==> config.mk <==
export PLATFORM = sky130hd
export DESIGN_NAME = iopr_port
export DESIGN_NICKNAME = d
export VERILOG_FILES = /design/src/iopr_pkg.sv /design/src/iopr_edge.sv /design/src/iopr_port.sv
export SDC_FILE = /design/constraint.sdc
export NUM_CORES = 1
export LEC_CHECK = 0
export ABC_AREA = 1
export CAP_MARGIN = 30
export CORE_MARGIN = 4
export CORE_UTILIZATION = 57
export CTS_CLUSTER_SIZE = 24
export DETAILED_ROUTE_END_ITERATION = 16
export DONT_BUFFER_PORTS = 1
export PLACE_DENSITY_LB_ADDON = 0.25
export SYNTH_ARGS = -nofsm -noshare
export SYNTH_HDL_FRONTEND = slang
export SYNTH_SLANG_ARGS = --single-unit
==> constraint.sdc <==
create_clock -name clk -period 1.7 [get_ports clk]
set_clock_uncertainty 0.2 [all_clocks]
set_input_delay 0.085 -clock clk [delete_from_list [all_inputs] [get_ports clk]]
set_output_delay 0.085 -clock clk [all_outputs]
set_load 0.02 [all_outputs]
==> src/iopr_pkg.sv <==
/*
  Constants, register map and carrier types for the I/O port reset,
  low-power and configuration block.
  Assumes a classic Wishbone slave with 32-bit data and byte addresses.
*/
`default_nettype none
package iopr_pkg;
  localparam int NPIN = 8;
  localparam logic [7:0] ADR_DM_LO  = 8'h00;
  localparam logic [7:0] ADR_DM_HI  = 8'h04;
  localparam logic [7:0] ADR_OUT    = 8'h08;
  localparam logic [7:0] ADR_IN     = 8'h0C;
  localparam logic [7:0] ADR_IEDGE  = 8'h10;
  localparam logic [7:0] ADR_ISTAT  = 8'h14;
  localparam logic [7:0] ADR_IMASK  = 8'h18;
  localparam logic [7:0] ADR_RSTCFG = 8'h1C;
  localparam logic [7:0] ADR_NVCFG  = 8'h20;
  localparam logic [7:0] ADR_SIOCFG = 8'h24;
  localparam logic [7:0] ADR_CTRL   = 8'h28;
  // Reset configuration field codes
  localparam logic [1:0] RCFG_HIZ = 2'h0;
  localparam logic [1:0] RCFG_PD  = 2'h1;
  localparam logic [1:0] RCFG_PU  = 2'h2;
  localparam logic [1:0] NV_RESET = 2'h0;
  // Drive mode codes
  localparam logic [2:0] DM_HIZ_ANA = 3'h0;
  localparam logic [2:0] DM_HIZ_DIG = 3'h1;
  localparam logic [2:0] DM_PU      = 3'h2;
  localparam logic [2:0] DM_PD      = 3'h3;
  localparam logic [2:0] DM_OD_LO   = 3'h4;
  localparam logic [2:0] DM_OD_HI   = 3'h5;
  localparam logic [2:0] DM_STRONG  = 3'h6;
  localparam logic [2:0] DM_PUPD    = 3'h7;
  // Interrupt edge codes
  localparam logic [1:0] EDGE_NONE = 2'h0;
  localparam logic [1:0] EDGE_RISE = 2'h1;
  localparam logic [1:0] EDGE_FALL = 2'h2;
  localparam logic [1:0] EDGE_BOTH = 2'h3;
  // Special I/O config and control register bit positions
  localparam int SIO_THR_LSB = 0;
  localparam int SIO_HYS0    = 3;
  localparam int SIO_HYS1    = 4;
  localparam int CTRL_LP     = 0;
  localparam int CTRL_WAKEEN = 1;
  // Threshold selections
  localparam logic [2:0] THR_HALF_IO = 3'h0;
  localparam logic [2:0] THR_40_IO   = 3'h1;
  localparam logic [2:0] THR_HALF_RF = 3'h2;
  localparam logic [2:0] THR_REF     = 3'h3;
  localparam logic [2:0] THR_AGLOBAL = 3'h4;

  typedef struct packed {
    logic [2:0] thr_sel;
    logic       hys0;
    logic       hys1;
  } iopr_sio_t;

  typedef struct packed {
    logic [NPIN-1:0] o;
    logic [NPIN-1:0] oe;
    logic [NPIN-1:0] pu;
    logic [NPIN-1:0] pd;
    logic [NPIN-1:0] ana;
  } iopr_pad_t;
endpackage : iopr_pkg
`default_nettype wire

==> src/iopr_edge.sv <==
/*
  One pin edge detector for the port interrupt unit.
  Assumes the pin input is synchronous to clk.
*/
`timescale 1ns/1ps
`default_nettype none
module iopr_edge (
  // Clock and reset
  input  wire logic       clk,
  input  wire logic       rstn,
  // Pin and mode
  input  wire logic       pin,
  input  wire logic [1:0] mode,
  // Event
  output logic            evt
);
  logic prev_r;

  always_ff @(posedge clk or negedge rstn) begin
    if (!rstn) begin
      prev_r <= 1'b0;
    end else begin
      prev_r <= pin;
    end
  end

  always_comb begin
    case (mode)
      iopr_pkg::EDGE_RISE: evt = pin & ~prev_r;
      iopr_pkg::EDGE_FALL: evt = ~pin & prev_r;
      iopr_pkg::EDGE_BOTH: evt = pin ^ prev_r;
      default:             evt = 1'b0;
    endcase
  end
endmodule // iopr_edge
`default_nettype wire

==> src/iopr_port.sv <==
/*
  Port of eight pins: drive modes, reset configuration with nonvolatile
  backing, interrupt unit, special I/O comparator pair, low-power hold.
  Assumes a classic Wishbone master; pin inputs synchronous to clk.
*/
`timescale 1ns/1ps
`default_nettype none
module iopr_port (
  // Clock and reset
  input  wire logic        clk,
  input  wire logic        rstn,
  // Wishbone slave
  input  wire logic        wb_cyc_i,
  input  wire logic        wb_stb_i,
  input  wire logic        wb_we_i,
  input  wire logic [7:0]  wb_adr_i,
  input  wire logic [3:0]  wb_sel_i,
  input  wire logic [31:0] wb_dat_i,
  output logic      [31:0] wb_dat_o,
  output logic             wb_ack_o,
  // Pins
  input  wire logic [7:0]  pin_i,
  output iopr_pkg::iopr_pad_t pad_o,
  // Special I/O pair comparator control
  output iopr_pkg::iopr_sio_t sio_o,
  // Low power and wake
  input  wire logic        bus_addr_match,
  output logic             lp_mode_o,
  output logic             wake_o,
  // Interrupt
  output logic             irq
);
  localparam int N = iopr_pkg::NPIN;

  logic [3*N-1:0] dm_r;
  logic [N-1:0]   out_r;
  logic [2*N-1:0] edge_r;
  logic [N-1:0]   stat_r;
  logic [N-1:0]   mask_r;
  logic [1:0]     rcfg_r;
  // Power-on content of the store until software first programs it
  logic [1:0]     nv_r = iopr_pkg::NV_RESET;
  logic [4:0]     sio_r;
  logic [1:0]     ctrl_r;
  logic           load_r;
  logic [N-1:0]   evt;
  logic           wr;
  logic           rd;
  logic [31:0]    rdat;

  assign wr = wb_cyc_i & wb_stb_i & wb_we_i & ~wb_ack_o;
  assign rd = wb_cyc_i & wb_stb_i & ~wb_we_i & ~wb_ack_o;

  // Nonvolatile store: only a write changes it, never cleared by reset
  always_ff @(posedge clk) begin
    if (wr && wb_adr_i == iopr_pkg::ADR_NVCFG && wb_sel_i[0]) begin
      nv_r <= wb_dat_i[1:0];
    end
  end

  // One load pulse right after reset release
  always_ff @(posedge clk or negedge rstn) begin
    if (!rstn) begin
      load_r <= 1'b1;
    end else begin
      load_r <= 1'b0;
    end
  end

  // Working reset configuration
  always_ff @(posedge clk or negedge rstn) begin
    if (!rstn) begin
      rcfg_r <= iopr_pkg::RCFG_HIZ;
    end else if (load_r) begin
      rcfg_r <= nv_r;
    end else if (wr && wb_adr_i == iopr_pkg::ADR_RSTCFG && wb_sel_i[0]) begin
      rcfg_r <= wb_dat_i[1:0];
    end
  end

  // Drive modes: reset config seeds them, software overrides
  always_ff @(posedge clk or negedge rstn) begin
    if (!rstn) begin
      dm_r <= '0;
    end else if (load_r || (wr && wb_adr_i == iopr_pkg::ADR_RSTCFG)) begin
      for (int i = 0; i < N; i++) begin
        case (load_r ? nv_r : wb_dat_i[1:0])
          iopr_pkg::RCFG_PD: dm_r[3*i +: 3] <= iopr_pkg::DM_PD;
          iopr_pkg::RCFG_PU: dm_r[3*i +: 3] <= iopr_pkg::DM_PU;
          default:           dm_r[3*i +: 3] <= iopr_pkg::DM_HIZ_ANA;
        endcase
      end
    end else if (wr && wb_adr_i == iopr_pkg::ADR_DM_LO) begin
      dm_r[11:0] <= wb_dat_i[11:0];
    end else if (wr && wb_adr_i == iopr_pkg::ADR_DM_HI) begin
      dm_r[23:12] <= wb_dat_i[11:0];
    end
  end

  // Output data, edge modes, mask, special I/O and control
  always_ff @(posedge clk or negedge rstn) begin
    if (!rstn) begin
      out_r  <= '0;
      edge_r <= '0;
      mask_r <= '0;
      sio_r  <= '0;
      ctrl_r <= '0;
    end else if (load_r) begin
      // Data selects the pull state of the resistive modes: high for pull-up, low for pull-down
      out_r <= (nv_r == iopr_pkg::RCFG_PU) ? '1 : '0;
    end else if (wr) begin
      case (wb_adr_i)
        iopr_pkg::ADR_OUT:    out_r  <= wb_dat_i[N-1:0];
        iopr_pkg::ADR_RSTCFG:
          out_r <= (wb_dat_i[1:0] == iopr_pkg::RCFG_PU) ? '1 : '0;
        iopr_pkg::ADR_IEDGE:  edge_r <= wb_dat_i[2*N-1:0];
        iopr_pkg::ADR_IMASK:  mask_r <= wb_dat_i[N-1:0];
        iopr_pkg::ADR_SIOCFG: sio_r  <= wb_dat_i[4:0];
        iopr_pkg::ADR_CTRL:   ctrl_r <= wb_dat_i[1:0];
        default: ;
      endcase
    end
  end

  // Edge detectors run regardless of low-power mode
  for (genvar g = 0; g < N; g++) begin : g_edge
    iopr_edge u_edge (
      .clk  (clk),
      .rstn (rstn),
      .pin  (pin_i[g]),
      .mode (edge_r[2*g +: 2]),
      .evt  (evt[g])
    );
  end

  // Sticky status, write one to clear; a new event wins
  always_ff @(posedge clk or negedge rstn) begin
    if (!rstn) begin
      stat_r <= '0;
    end else begin
      stat_r <= (stat_r & ~((wr && wb_adr_i == iopr_pkg::ADR_ISTAT)
                 ? wb_dat_i[N-1:0] : '0)) | evt;
    end
  end

  always_ff @(posedge clk or negedge rstn) begin
    if (!rstn) begin
      irq <= 1'b0;
    end else begin
      irq <= |((stat_r | evt) & mask_r);
    end
  end

  // Wake on pin interrupt or dedicated-pin bus address match
  always_ff @(posedge clk or negedge rstn) begin
    if (!rstn) begin
      wake_o <= 1'b0;
    end else begin
      wake_o <= ctrl_r[iopr_pkg::CTRL_LP] &
                (|(evt & mask_r) |
                 (bus_addr_match & ctrl_r[iopr_pkg::CTRL_WAKEEN]));
    end
  end

  always_ff @(posedge clk or negedge rstn) begin
    if (!rstn) begin
      lp_mode_o <= 1'b0;
    end else begin
      lp_mode_o <= ctrl_r[iopr_pkg::CTRL_LP];
    end
  end

  // Pad decode; state comes only from registers so it holds in low power
  always_ff @(posedge clk or negedge rstn) begin
    if (!rstn) begin
      pad_o <= '{o: '0, oe: '0, pu: '0, pd: '0, ana: '1};
    end else begin
      for (int i = 0; i < N; i++) begin
        pad_o.o[i]   <= out_r[i];
        pad_o.ana[i] <= dm_r[3*i +: 3] == iopr_pkg::DM_HIZ_ANA;
        case (dm_r[3*i +: 3])
          iopr_pkg::DM_PU: begin
            pad_o.oe[i] <= ~out_r[i];
            pad_o.pu[i] <= out_r[i];
            pad_o.pd[i] <= 1'b0;
          end
          iopr_pkg::DM_PD: begin
            pad_o.oe[i] <= out_r[i];
            pad_o.pu[i] <= 1'b0;
            pad_o.pd[i] <= ~out_r[i];
          end
          iopr_pkg::DM_OD_LO: begin
            pad_o.oe[i] <= ~out_r[i];
            pad_o.pu[i] <= 1'b0;
            pad_o.pd[i] <= 1'b0;
          end
          iopr_pkg::DM_OD_HI: begin
            pad_o.oe[i] <= out_r[i];
            pad_o.pu[i] <= 1'b0;
            pad_o.pd[i] <= 1'b0;
          end
          iopr_pkg::DM_STRONG: begin
            pad_o.oe[i] <= 1'b1;
            pad_o.pu[i] <= 1'b0;
            pad_o.pd[i] <= 1'b0;
          end
          iopr_pkg::DM_PUPD: begin
            pad_o.oe[i] <= 1'b0;
            pad_o.pu[i] <= out_r[i];
            pad_o.pd[i] <= ~out_r[i];
          end
          default: begin
            pad_o.oe[i] <= 1'b0;
            pad_o.pu[i] <= 1'b0;
            pad_o.pd[i] <= 1'b0;
          end
        endcase
      end
    end
  end

  // One threshold and two hysteresis enables for the pair
  always_ff @(posedge clk or negedge rstn) begin
    if (!rstn) begin
      sio_o <= '0;
    end else begin
      sio_o.thr_sel <= sio_r[2:0];
      sio_o.hys0    <= sio_r[iopr_pkg::SIO_HYS0];
      sio_o.hys1    <= sio_r[iopr_pkg::SIO_HYS1];
    end
  end

  always_comb begin
    case (wb_adr_i)
      iopr_pkg::ADR_DM_LO:  rdat = {20'h0, dm_r[11:0]};
      iopr_pkg::ADR_DM_HI:  rdat = {20'h0, dm_r[23:12]};
      iopr_pkg::ADR_OUT:    rdat = {24'h0, out_r};
      iopr_pkg::ADR_IN:     rdat = {24'h0, pin_i};
      iopr_pkg::ADR_IEDGE:  rdat = {16'h0, edge_r};
      iopr_pkg::ADR_ISTAT:  rdat = {24'h0, stat_r};
      iopr_pkg::ADR_IMASK:  rdat = {24'h0, mask_r};
      iopr_pkg::ADR_RSTCFG: rdat = {30'h0, rcfg_r};
      iopr_pkg::ADR_NVCFG:  rdat = {30'h0, nv_r};
      iopr_pkg::ADR_SIOCFG: rdat = {27'h0, sio_r};
      iopr_pkg::ADR_CTRL:   rdat = {30'h0, ctrl_r};
      default:              rdat = 32'h0;
    endcase
  end

  always_ff @(posedge clk or negedge rstn) begin
    if (!rstn) begin
      wb_ack_o <= 1'b0;
      wb_dat_o <= 32'h0;
    end else begin
      wb_ack_o <= wr | rd;
      wb_dat_o <= rd ? rdat : 32'h0;
    end
  end

  // Assertions
  load_copy_a: assert property (@(posedge clk) disable iff (!rstn)
    load_r |=> rcfg_r == $past(nv_r)) else $error("load lost");
  stat_set_a: assert property (@(posedge clk) disable iff (!rstn)
    evt[0] |=> stat_r[0]) else $error("event lost");
  irq_mask_a: assert property (@(posedge clk) disable iff (!rstn)
    (|(stat_r & mask_r)) |=> irq) else $error("irq missing");
  wake_pin_a: assert property (@(posedge clk) disable iff (!rstn)
    (ctrl_r[0] && |(evt & mask_r)) |=> wake_o) else $error("no wake");
  ack_one_a: assert property (@(posedge clk) disable iff (!rstn)
    wb_ack_o |=> !wb_ack_o) else $error("ack stuck");
  dm_hold_a: assert property (@(posedge clk) disable iff (!rstn)
    (!load_r && !wr) |=> $stable(dm_r)) else $error("dm moved");
  pad_hold_a: assert property (@(posedge clk) disable iff (!rstn)
    (lp_mode_o && !wr) [*2] |=> $stable(pad_o)) else $error("pad moved");
  sio_thr_a: assert property (@(posedge clk) disable iff (!rstn)
    1'b1 |=> sio_o.thr_sel == $past(sio_r[2:0])) else $error("thr");
  cov_wake_c: cover property (@(posedge clk) wake_o);
  cov_irq_c: cover property (@(posedge clk) irq);
  cov_load_c: cover property (@(posedge clk) load_r && nv_r == 2'h2);
endmodule // iopr_port
`default_nettype wire
== Word level (Yosys, flattened, before mapping) ==
Index checks and enable logic that the tools add are counted.
Word-level totals
  ROM bits: 0
  memories kept: 0
  latch bits: 0
  RAM bits: 0
  bits in registers: 165
  output and inout bits: 81
Cells by class
  reductions and logical operators: 62
  muxes and demuxes: 48
  multipliers: 0
  bitwise operators: 66
  shifts and indexed selects: 0
  div/mod/pow operators: 0
  $lt $le $gt $ge: 0
  add/sub/neg operators: 0
  equality and inequality tests: 87
Operator list (number)
  one-hot mux 16 bit (11 select lines): 1
  == test 3 bit (second input constant): 32
  OR reduction 2 bit: 32
  == test 3 x 2 -> 1 bit (second input constant): 16
  one-hot mux 1 bit (3 select lines): 16
  2-to-1 mux 8 bit: 5
  == test 2 bit (second input constant): 19
  2-to-1 mux 12 bit: 3
  == test 8 x 5 -> 1 bit (second input constant): 4
  2-to-1 mux 32 bit: 1
  NOT 1 bit: 27
  bitwise AND 8 bit: 3
  == test 8 x 6 -> 1 bit (second input constant): 3
  logical NOT 3 bit: 8
  2-to-1 mux 24 bit: 1
  bitwise AND 1 bit: 23
  == test 2 x 1 -> 1 bit (second input constant): 9
  == test 8 x 4 -> 1 bit (second input constant): 2
  2-to-1 mux 1 bit: 16
  bitwise OR 8 bit: 2
  one-hot mux 8 bit (2 select lines): 1
  OR reduction 8 bit: 2
  AND reduction 3 bit: 4
  == test 8 x 3 -> 1 bit (second input constant): 1
  other kinds (12): 32

== Depth between registers and ports, before layout ==
Gate-level depths: netlist of the first run.
  depth after elaboration: 8
  mapped depth: 12

== Modules after synthesis ==
From an unflattened synthesis of the first run, not the netlist that was laid out.
Second synthesis, totals
  cell total of the unflattened synthesis: 853
  area total of the unflattened synthesis: 7154.4 sq um
By module, submodules not included
  iopr_port: instances 1, cells each 757, area each 6443.7 sq um
  iopr_edge: instances 8, cells each 12, area each 88.8 sq um

== Least setup slack after synthesis of the first run ==
OpenSTA, ideal clock, no wires.
  path type: register to register
  start: register load_r
  end: register dm_r[13]
  data arrival time: 1560 ps
  slack: -177 ps
  buffers on the path: 0
  stages on the path, launching flop included: 10
  cells stage by stage: dfstp_2 > clkinv_1 > nor2_1 > a21oi_1 > ha_1 > inv_1 > nand2_2 > o21ai_2 > nand2_1 > nand2_1
On the way
  longest elaborated chain between the ends: 4
  elaborated cells on any way between the ends: 9
  classes of those cells: 3 x eq/ne; 3 x mux; 3 x reduce/logical
Ends and longest elaborated chain
  start, declared: RTL line iopr_port.sv:45  | logic load_r;
  start signal, assigned: RTL line iopr_port.sv:64  | load_r <= 1'b1;
  start signal, assigned: RTL line iopr_port.sv:66  | load_r <= 1'b0;
  2-to-1 mux 2 bit: RTL line iopr_port.sv:87  | case (load_r ? nv_r : wb_dat_i[1:0])
  == test 2 bit / == test 2 x 1 -> 1 bit (equally long branches): RTL line iopr_port.sv:87
  one-hot mux 2 bit (2 select lines): RTL line iopr_port.sv:87
  2-to-1 mux 24 bit: RTL line iopr_port.sv:85  | end else if (load_r || (wr && wb_adr_i == iopr_pkg::ADR_RSTCFG)) begin
  end signal, assigned by index: RTL line iopr_port.sv:88  | iopr_pkg::RCFG_PD: dm_r[3*i +: 3] <= iopr_pkg::DM_PD;
  end signal, assigned by index: RTL line iopr_port.sv:89  | iopr_pkg::RCFG_PU: dm_r[3*i +: 3] <= iopr_pkg::DM_PU;
  end signal, assigned by index: RTL line iopr_port.sv:90  | default: dm_r[3*i +: 3] <= iopr_pkg::DM_HIZ_ANA;
  end, declared: RTL line iopr_port.sv:35  | logic [3*N-1:0] dm_r;
Parallel ways exist; a longest one is shown, timed or not.
A chain may end at the register's enable or synchronous reset.

== Worst setup path in the final report of the first run ==
  start: register wb_ack_o
  end: register edge_r[15]
On the way
  longest elaborated chain between the ends: 3
Ends and longest elaborated chain
  start, declared: RTL line iopr_port.sv:20  | output logic wb_ack_o,
  start signal, assigned: RTL line iopr_port.sv:255  | wb_ack_o <= wr | rd;
  NOT 1 bit: RTL line iopr_port.sv:51  | assign wr = wb_cyc_i & wb_stb_i & wb_we_i & ~wb_ack_o;
  bitwise AND 1 bit: RTL line iopr_port.sv:51
  AND reduction 3 bit (no line)
  end signal, assigned: RTL line iopr_port.sv:116  | iopr_pkg::ADR_IEDGE: edge_r <= wb_dat_i[2*N-1:0];
  end, declared: RTL line iopr_port.sv:37  | logic [2*N-1:0] edge_r;
No other way between the ends.

==> impl_metrics.py, run 1 <==
metrics = {
    "power_and_ir_drop": {
        "power.density_nw_per_um2": 977.7,
        "p_leak_nw": 4.429,
        "clkPwrFrac": 0.432,
        "p_int_mw": 6.349,
        "netSwitchingPower_mw": 2.153,
        "power_switching_share": 0.2533,
        "ir_drop_uv": 584.2,
        "comb_power_share": 0.084,
        "seq_power_share": 0.484,
    },
    "placed_design": {
        "dp_hpwl_um": 12980,
        "place_congestion": 0.9586,
        "dpl_worst_slack_ns": -0.05681,
        "port_buffers": 0,
    },
    "sta": {
        "finalSetupViolCount": 39,
        "whs_ns": -0.8460,
        "period_share": 1.039,
        "fin_ws_ns": -0.06592,
        "final.setup.tns_ns": -0.9543,
        "worstMarginPinSlew_ns": 0.5184,
        "slew_headroom": 0.6531,
        "drv_slew": 0,
        "rsz0062_at_grt": "true",
        "hold_viol": 153,
        "fmax_mhz": 566.3,
        "final.min_clock_period_ns": 1.766,
    },
    "global_route": {
        "grt_pass1_wl_um": 29730,
        "grtUsageTotal": 0.2689,
        "antenna_found_initial": 0,
        "grt_pass1_vias": 5903,
        "grt_max_degree": 148,
        "grt-ovfl-total": 0,
    },
    "cts": {
        "h-tree-depth": 4,
        "clockBufferDepth": 2,
        "clock_sinks": 149,
        "numCtsBuffers": 17,
        "ctsHoldBuffers": 35,
        "cts_tree": "built",
        "path_clk_slew_ns": 0.06,
        "cts_root_buf": "clkbuf_16",
        "clk_latency_ns": 0.43,
    },
    "floorplanning": {
        "core_area_um2": 12060,
        "rows": 40,
        "num_io_pins": 139,
        "die_h_um": 119.4,
        "initial_core_util": 0.5864,
        "die_area_um2": 14260,
        "die_x_um": 119.4,
    },
    "job": {
        "maxCapViolCount": 0,
    },
    "cells_and_area": {
        "antenna_cells": 0,
        "final_net_count": 1020,
        "area_delta_synth_final_pct": 22.94,
        "fillers": 902,
        "layout-drive-gt1-share": 0.1566,
        "fin_util": 0.7210,
    },
    "logic_synthesis": {
        "netlist_area_um2": 7073,
        "avgSynthCellArea_um2": 8.224,
        "yosysWarnings": 0,
        "synthCells": 860,
        "synth-seq-cells": 149,
        "ys_seq_area_frac": 0.5302,
        "synth_cell_types": 36,
    },
    "route": {
        "drtIter0Drc": 611,
        "drt_pass1_iterations": 5,
        "final_antenna_net_count": 0,
        "post_drt_wl_per_cell_um": 17.02,
        "route.vias.total": 6161,
        "avgViaCountPerCell": 5.472,
        "wirelength_um": 19170,
        "drc": 0,
    },
    "worst_setup_path": {
        "crit_fanout": 16,
        "start_kind": "flop",
        "required_ns": 1.81,
        "worstRegToRegCells": 7,
        "critPathCaptureType": "flop",
        "worstSetupPathType": "reg -> reg",
        "worstPathArrival_ns": 1.88,
    },
    "outcome": {
        "violations": "hold timing, setup timing",
        "status": "finished, violations left",
    },
    "min_path": {
        "hold_class": "in -> async",
    },
}
flip-flops by register name, indices dropped and copies added, names as in the netlist:
register / count
ctrl_r: 2
dm_r: 24
edge_r: 16
g_edge.u_edge.prev_r: 8
irq: 1
load_r: 1
lp_mode_o: 1
mask_r: 8
nv_r: 2
out_r: 8
pad_o: 40
rcfg_r: 2
sio_o: 5
sio_r: 5
stat_r: 8
wake_o: 1
wb_ack_o: 1
wb_dat_o: 16
per-layer routing:
metal | GRT usage | wire (um)
met1 | 0.3454 | 7659
met3 | 0.06125 | 1594
met5 | 0 | 0
met4 | 0.1110 | 665
met2 | 0.4415 | 9246
final cells by class:
class,instances,area (um2),area share
Inverter,103,394.1,0.04532
Clock buffer,19,432.9,0.04978
Timing Repair Buffer,81,768.2,0.08835
Sequential cell,149,3751,0.4314
Clock inverter,13,138.9,0.01597
Tap cell,168,210.2,0.02417
Multi-Input combinational cell,593,3000,0.3450
cell usage after synthesis, drive strengths merged:
| cell type | number | share of area |
|---|---|---|
| a211oi | 2 | 0.0021 |
| a21boi | 1 | 0.0011 |
| a21o | 1 | 0.0011 |
| a21oi | 31 | 0.023 |
| and2 | 2 | 0.0018 |
| buf | 28 | 0.028 |
| clkbuf | 3 | 0.0016 |
| clkinv | 1 | 0.00053 |
| conb | 1 | 0.00053 |
| dfrtp | 138 | 0.49 |
| dfstp | 9 | 0.033 |
| edfxtp | 2 | 0.0085 |
| ha | 17 | 0.030 |
| inv | 102 | 0.054 |
| nand2 | 280 | 0.15 |
| nand3 | 51 | 0.036 |
| nand3b | 1 | 0.0011 |
| nand4 | 2 | 0.0018 |
| nor2 | 70 | 0.039 |
| nor3 | 18 | 0.014 |
| o211ai | 6 | 0.0064 |
| o21a | 8 | 0.0085 |
| o21ai | 75 | 0.056 |
| o21bai | 1 | 0.0011 |
| o22ai | 2 | 0.0018 |
| xor2 | 8 | 0.0099 |
critical path, stage by stage, from the launching register on:
cell and delay, ns:
dfrtp_2 0.42, nor3_4 0.29, inv_2 0.10, nor2_4 0.19, nand2_4 0.11, buf_12 0.17
nor2_2 0.12, a21oi_2 0.04
what timing repair did:
action / in CTS / in global routing
pin swaps: 8 / 9
setup buffers: 2 / 4
hold endpoints to repair: 242 / 149
gates cloned: 0 / 1
resized for setup: 28 / 55
setup endpoints to repair: 51 / 91
stage by stage:
step / power [mW] / instances / cell area [um2]
4_1_cts: 8.503 / 1121 / 8492
5_1_grt: 8.832 / 1126 / 8696
6_report: 8.502 / 1126 / 8696
3_5_place_dp: 4.740 / 1052 / 7468
3_3_place_gp: 4.710 / 1052 / 7468
2_1_floorplan: 4.577 / 876 / 7159
power by group through the flow:
stage	Clock [mW]	Combinational, mW	Sequential [mW]
after floorplan	0	0.462	4.11
after global placement	0	0.542	4.17
after detailed placement	0	0.565	4.17
after CTS	3.71	0.674	4.12
after global routing	3.89	0.798	4.14
final	3.67	0.714	4.12
worst paths after layout:
kind                                     endpoint  slack (ns)            startpoint
min reg2reg                    sio_o[3]$_DFF_PN0_        0.22  sio_r[1]$_DFFE_PN0P_
min                           pad_o[27]$_DFF_PN0_       -0.85                  rstn
max in group asynchronous        load_r$_DFF_PN1_        1.95                  rstn
min in group clk                nv_r[1]$_DFFE_PP_       -0.10           wb_adr_i[0]
max reg2reg                edge_r[15]$_DFFE_PN0P_       -0.07    wb_ack_o$_DFF_PN0_
max                        edge_r[15]$_DFFE_PN0P_       -0.07    wb_ack_o$_DFF_PN0_
cells in the final DEF, fill, tap and decap left out, types with 27 or more instances in the layout:
cell type / Yosys / final
a21oi_1: 29 / 27
nand3_1: 51 / 42
nand2_1: 277 / 269
dfrtp_1: 138 / 137
inv_1: 98 / 93
dlygate4sd3_1: 0 / 35
o21ai_1: 21 / 35
nor2_1: 66 / 55
o21ai_0: 48 / 29
buf_4: 18 / 36
cells by family after synthesis:
logic type / after synthesis / share of synthesized area
simple gates: 424 / 0.2439
flops: 149 / 0.5302
buf+inv: 134 / 0.08420
compound gates: 127 / 0.1012
fa+ha+maj: 17 / 0.03007
xor+xnor: 8 / 0.009907
other cells: 1 / 0.0005302
(Power assumes the default switching activity.)
==> run 2: changes to the inputs <==
--- a/config.mk
+++ b/config.mk
@@ -6,12 +6,13 @@
 export NUM_CORES = 1
 export LEC_CHECK = 0
 export ABC_AREA = 1
-export CAP_MARGIN = 30
+export CAP_MARGIN = 20
 export CORE_MARGIN = 4
 export CORE_UTILIZATION = 57
 export CTS_CLUSTER_SIZE = 24
 export DETAILED_ROUTE_END_ITERATION = 16
 export DONT_BUFFER_PORTS = 1
+export HOLD_SLACK_MARGIN = 0.02
 export PLACE_DENSITY_LB_ADDON = 0.25
 export SYNTH_ARGS = -nofsm -noshare
 export SYNTH_HDL_FRONTEND = slang
==> run 2 against run 1 <==
The run still ends with hold timing, setup timing left; non-clock buffer count is the same; global-route usage fell by 0.051 points; fmax barely moved; critical endpoint unchanged; wire length grew 0.20%; largest cell class unchanged; largest power group unchanged; core utilization grew 0.10 points.
==> impl_metrics.py, run 2 (synthesized netlist as in run 1, its figures left out) <==
metrics = {
    "worst_setup_path": {
        "cpLargestDelayFamily": "simple AND/OR/NAND/NOR gates",
        "cp.depth": 7,
        "crit_fanout": 16,
        "worstRegToRegCells": 7,
        "required_ns": 1.81,
        "slowest_delay_ns": 0.42,
        "worstSetupPathType": "reg -> reg",
        "worstPathArrival_ns": 1.88,
        "critPathCaptureType": "flop",
        "slowest_stage": "dfrtp_2",
        "crit_buf_inv": 2,
        "crit_chain": "nor3_4, inv_2, nor2_4, nand2_4, buf_12, nor2_2, a21oi_2",
        "start_kind": "flop",
    },
    "power_and_ir_drop": {
        "p_leak_nw": 4.431,
        "ir_drop_uv": 585.0,
        "power.density_nw_per_um2": 977.2,
    },
    "cells_and_area": {
        "fin_area_um2": 8708,
        "multiInputGateArea_um2": 3009,
        "final_cell_mix": "269 x nand2_1, 137 x dfrtp_1, 93 x inv_1, 55 x nor2_1, 42 x nand3_1",
        "largestRegisters": "pad_o: 40 flops, dm_r: 24 flops",
        "fin_util": 0.7220,
        "final_net_count": 1020,
        "largest_reg_flops": 40,
        "area_delta_synth_final_pct": 23.12,
        "seq_area_um2": 3751,
        "regMostFlops": "pad_o",
        "mostFrequentLayoutCell": "nand2_1",
        "fillers": 900,
        "layout-drive-gt1-share": 0.1576,
        "antenna_cells": 0,
    },
    "sta": {
        "period_share": 1.039,
        "hold_viol": 155,
        "rsz0062_at_grt": "true",
        "slew_headroom": 0.6492,
        "finalSetupViolCount": 40,
        "final.min_clock_period_ns": 1.767,
        "fin_ws_ns": -0.06699,
        "fmax_mhz": 565.9,
        "final.setup.tns_ns": -1.081,
        "drv_slew": 0,
        "worstMarginPinSlew_ns": 0.5242,
        "whs_ns": -0.8430,
    },
    "global_route": {
        "grt_max_degree": 148,
        "antenna_found_initial": 0,
        "grt-ovfl-total": 0,
        "grtUsageTotal": 0.2684,
        "grt_pass1_vias": 5888,
        "grt_pass1_wl_um": 29660,
    },
    "outcome": {
        "violations": "hold timing, setup timing",
        "status": "finished, violations left",
    },
    "placed_design": {
        "dp_hpwl_um": 12980,
        "place_area_um2": 7468,
        "port_buffers": 0,
        "place_congestion": 0.9586,
    },
    "floorplanning": {
        "initial_core_util": 0.5864,
        "die_area_um2": 14260,
        "core_area_um2": 12060,
        "num_io_pins": 139,
        "rows": 40,
        "die_h_um": 119.4,
        "die_x_um": 119.4,
    },
    "route": {
        "drtIter0Drc": 615,
        "avgViaCountPerCell": 5.458,
        "drc": 0,
        "wirelength_um": 19200,
        "post_drt_wl_per_cell_um": 17.05,
        "route.vias.total": 6146,
        "final_antenna_net_count": 0,
        "drt_pass1_iterations": 5,
    },
    "cts": {
        "clockBufferDepth": 2,
        "clk_latency_ns": 0.42,
        "cts_root_buf": "clkbuf_16",
        "h-tree-depth": 4,
        "clock_sinks": 149,
        "cts_tree": "built",
        "numCtsBuffers": 17,
        "path_clk_slew_ns": 0.06,
    },
    "job": {
        "maxCapViolCount": 0,
    },
    "min_path": {
        "hold_class": "in -> async",
    },
}
## run 2: cell counts in the layout (fill, tap and decap cells not counted)
No cell type changed its count.
## run 2: worst paths after layout
path                                          end  slack (ns)            startpoint
min in group clk                nv_r[1]$_DFFE_PP_       -0.12           wb_adr_i[2]
min reg2reg                    sio_o[3]$_DFF_PN0_        0.22  sio_r[1]$_DFFE_PN0P_
max reg2reg                edge_r[15]$_DFFE_PN0P_       -0.07    wb_ack_o$_DFF_PN0_
max                        edge_r[15]$_DFFE_PN0P_       -0.07    wb_ack_o$_DFF_PN0_
min                           pad_o[11]$_DFF_PN0_       -0.84                  rstn
max in group asynchronous        load_r$_DFF_PN1_        1.93                  rstn
## run 2: final cells by class
cell class,instances,share of cell area
sequential,149,0.4307
multi-input combinational,593,0.3455
timing repair buffer,81,0.08865
clock buffer,19,0.04971
inverter,103,0.04526
tap,168,0.02414
clock inverter,13,0.01595
## run 2: power by group
group	switching, mW	leakage (nW)	internal, mW	total, mW
Sequential	0.328	1.88	3.79	4.12
Clock	1.41	0.274	2.27	3.68
Combinational	0.425	2.28	0.291	0.716
Total	2.16	4.43	6.35	8.51
## run 2: stage by stage
step | power (mW) | setup slack (ns) | std cells
finish | 8.509 | -0.06699 | 1126
global route | 8.834 | -0.1389 | 1126
CTS | 8.501 | -0.04350 | 1120
detailed placement | 4.740 | -0.05681 | 1052
global placement | 4.710 | -0.04180 | 1052
floorplan | 4.577 | -0.02304 | 876
## run 2: routing by layer
metal / wire length [um] / global-route usage / vias up
met4: 648 / 0.1117 / 0
li1: - / - / 2858
met5: 0 / 0 / -
met2: 9279 / 0.4398 / 284
met3: 1484 / 0.06173 / 49
met1: 7791 / 0.3448 / 2955
## run 2: what timing repair did
item / CTS / global route
pin swaps: 8 / 9
gates resized for setup: 28 / 55
hold buffers: 34 / 1
endpoints found under the hold margin: 249 / 151
cloned: 0 / 1
setup buffers: 2 / 4
endpoints found under the setup margin: 51 / 93
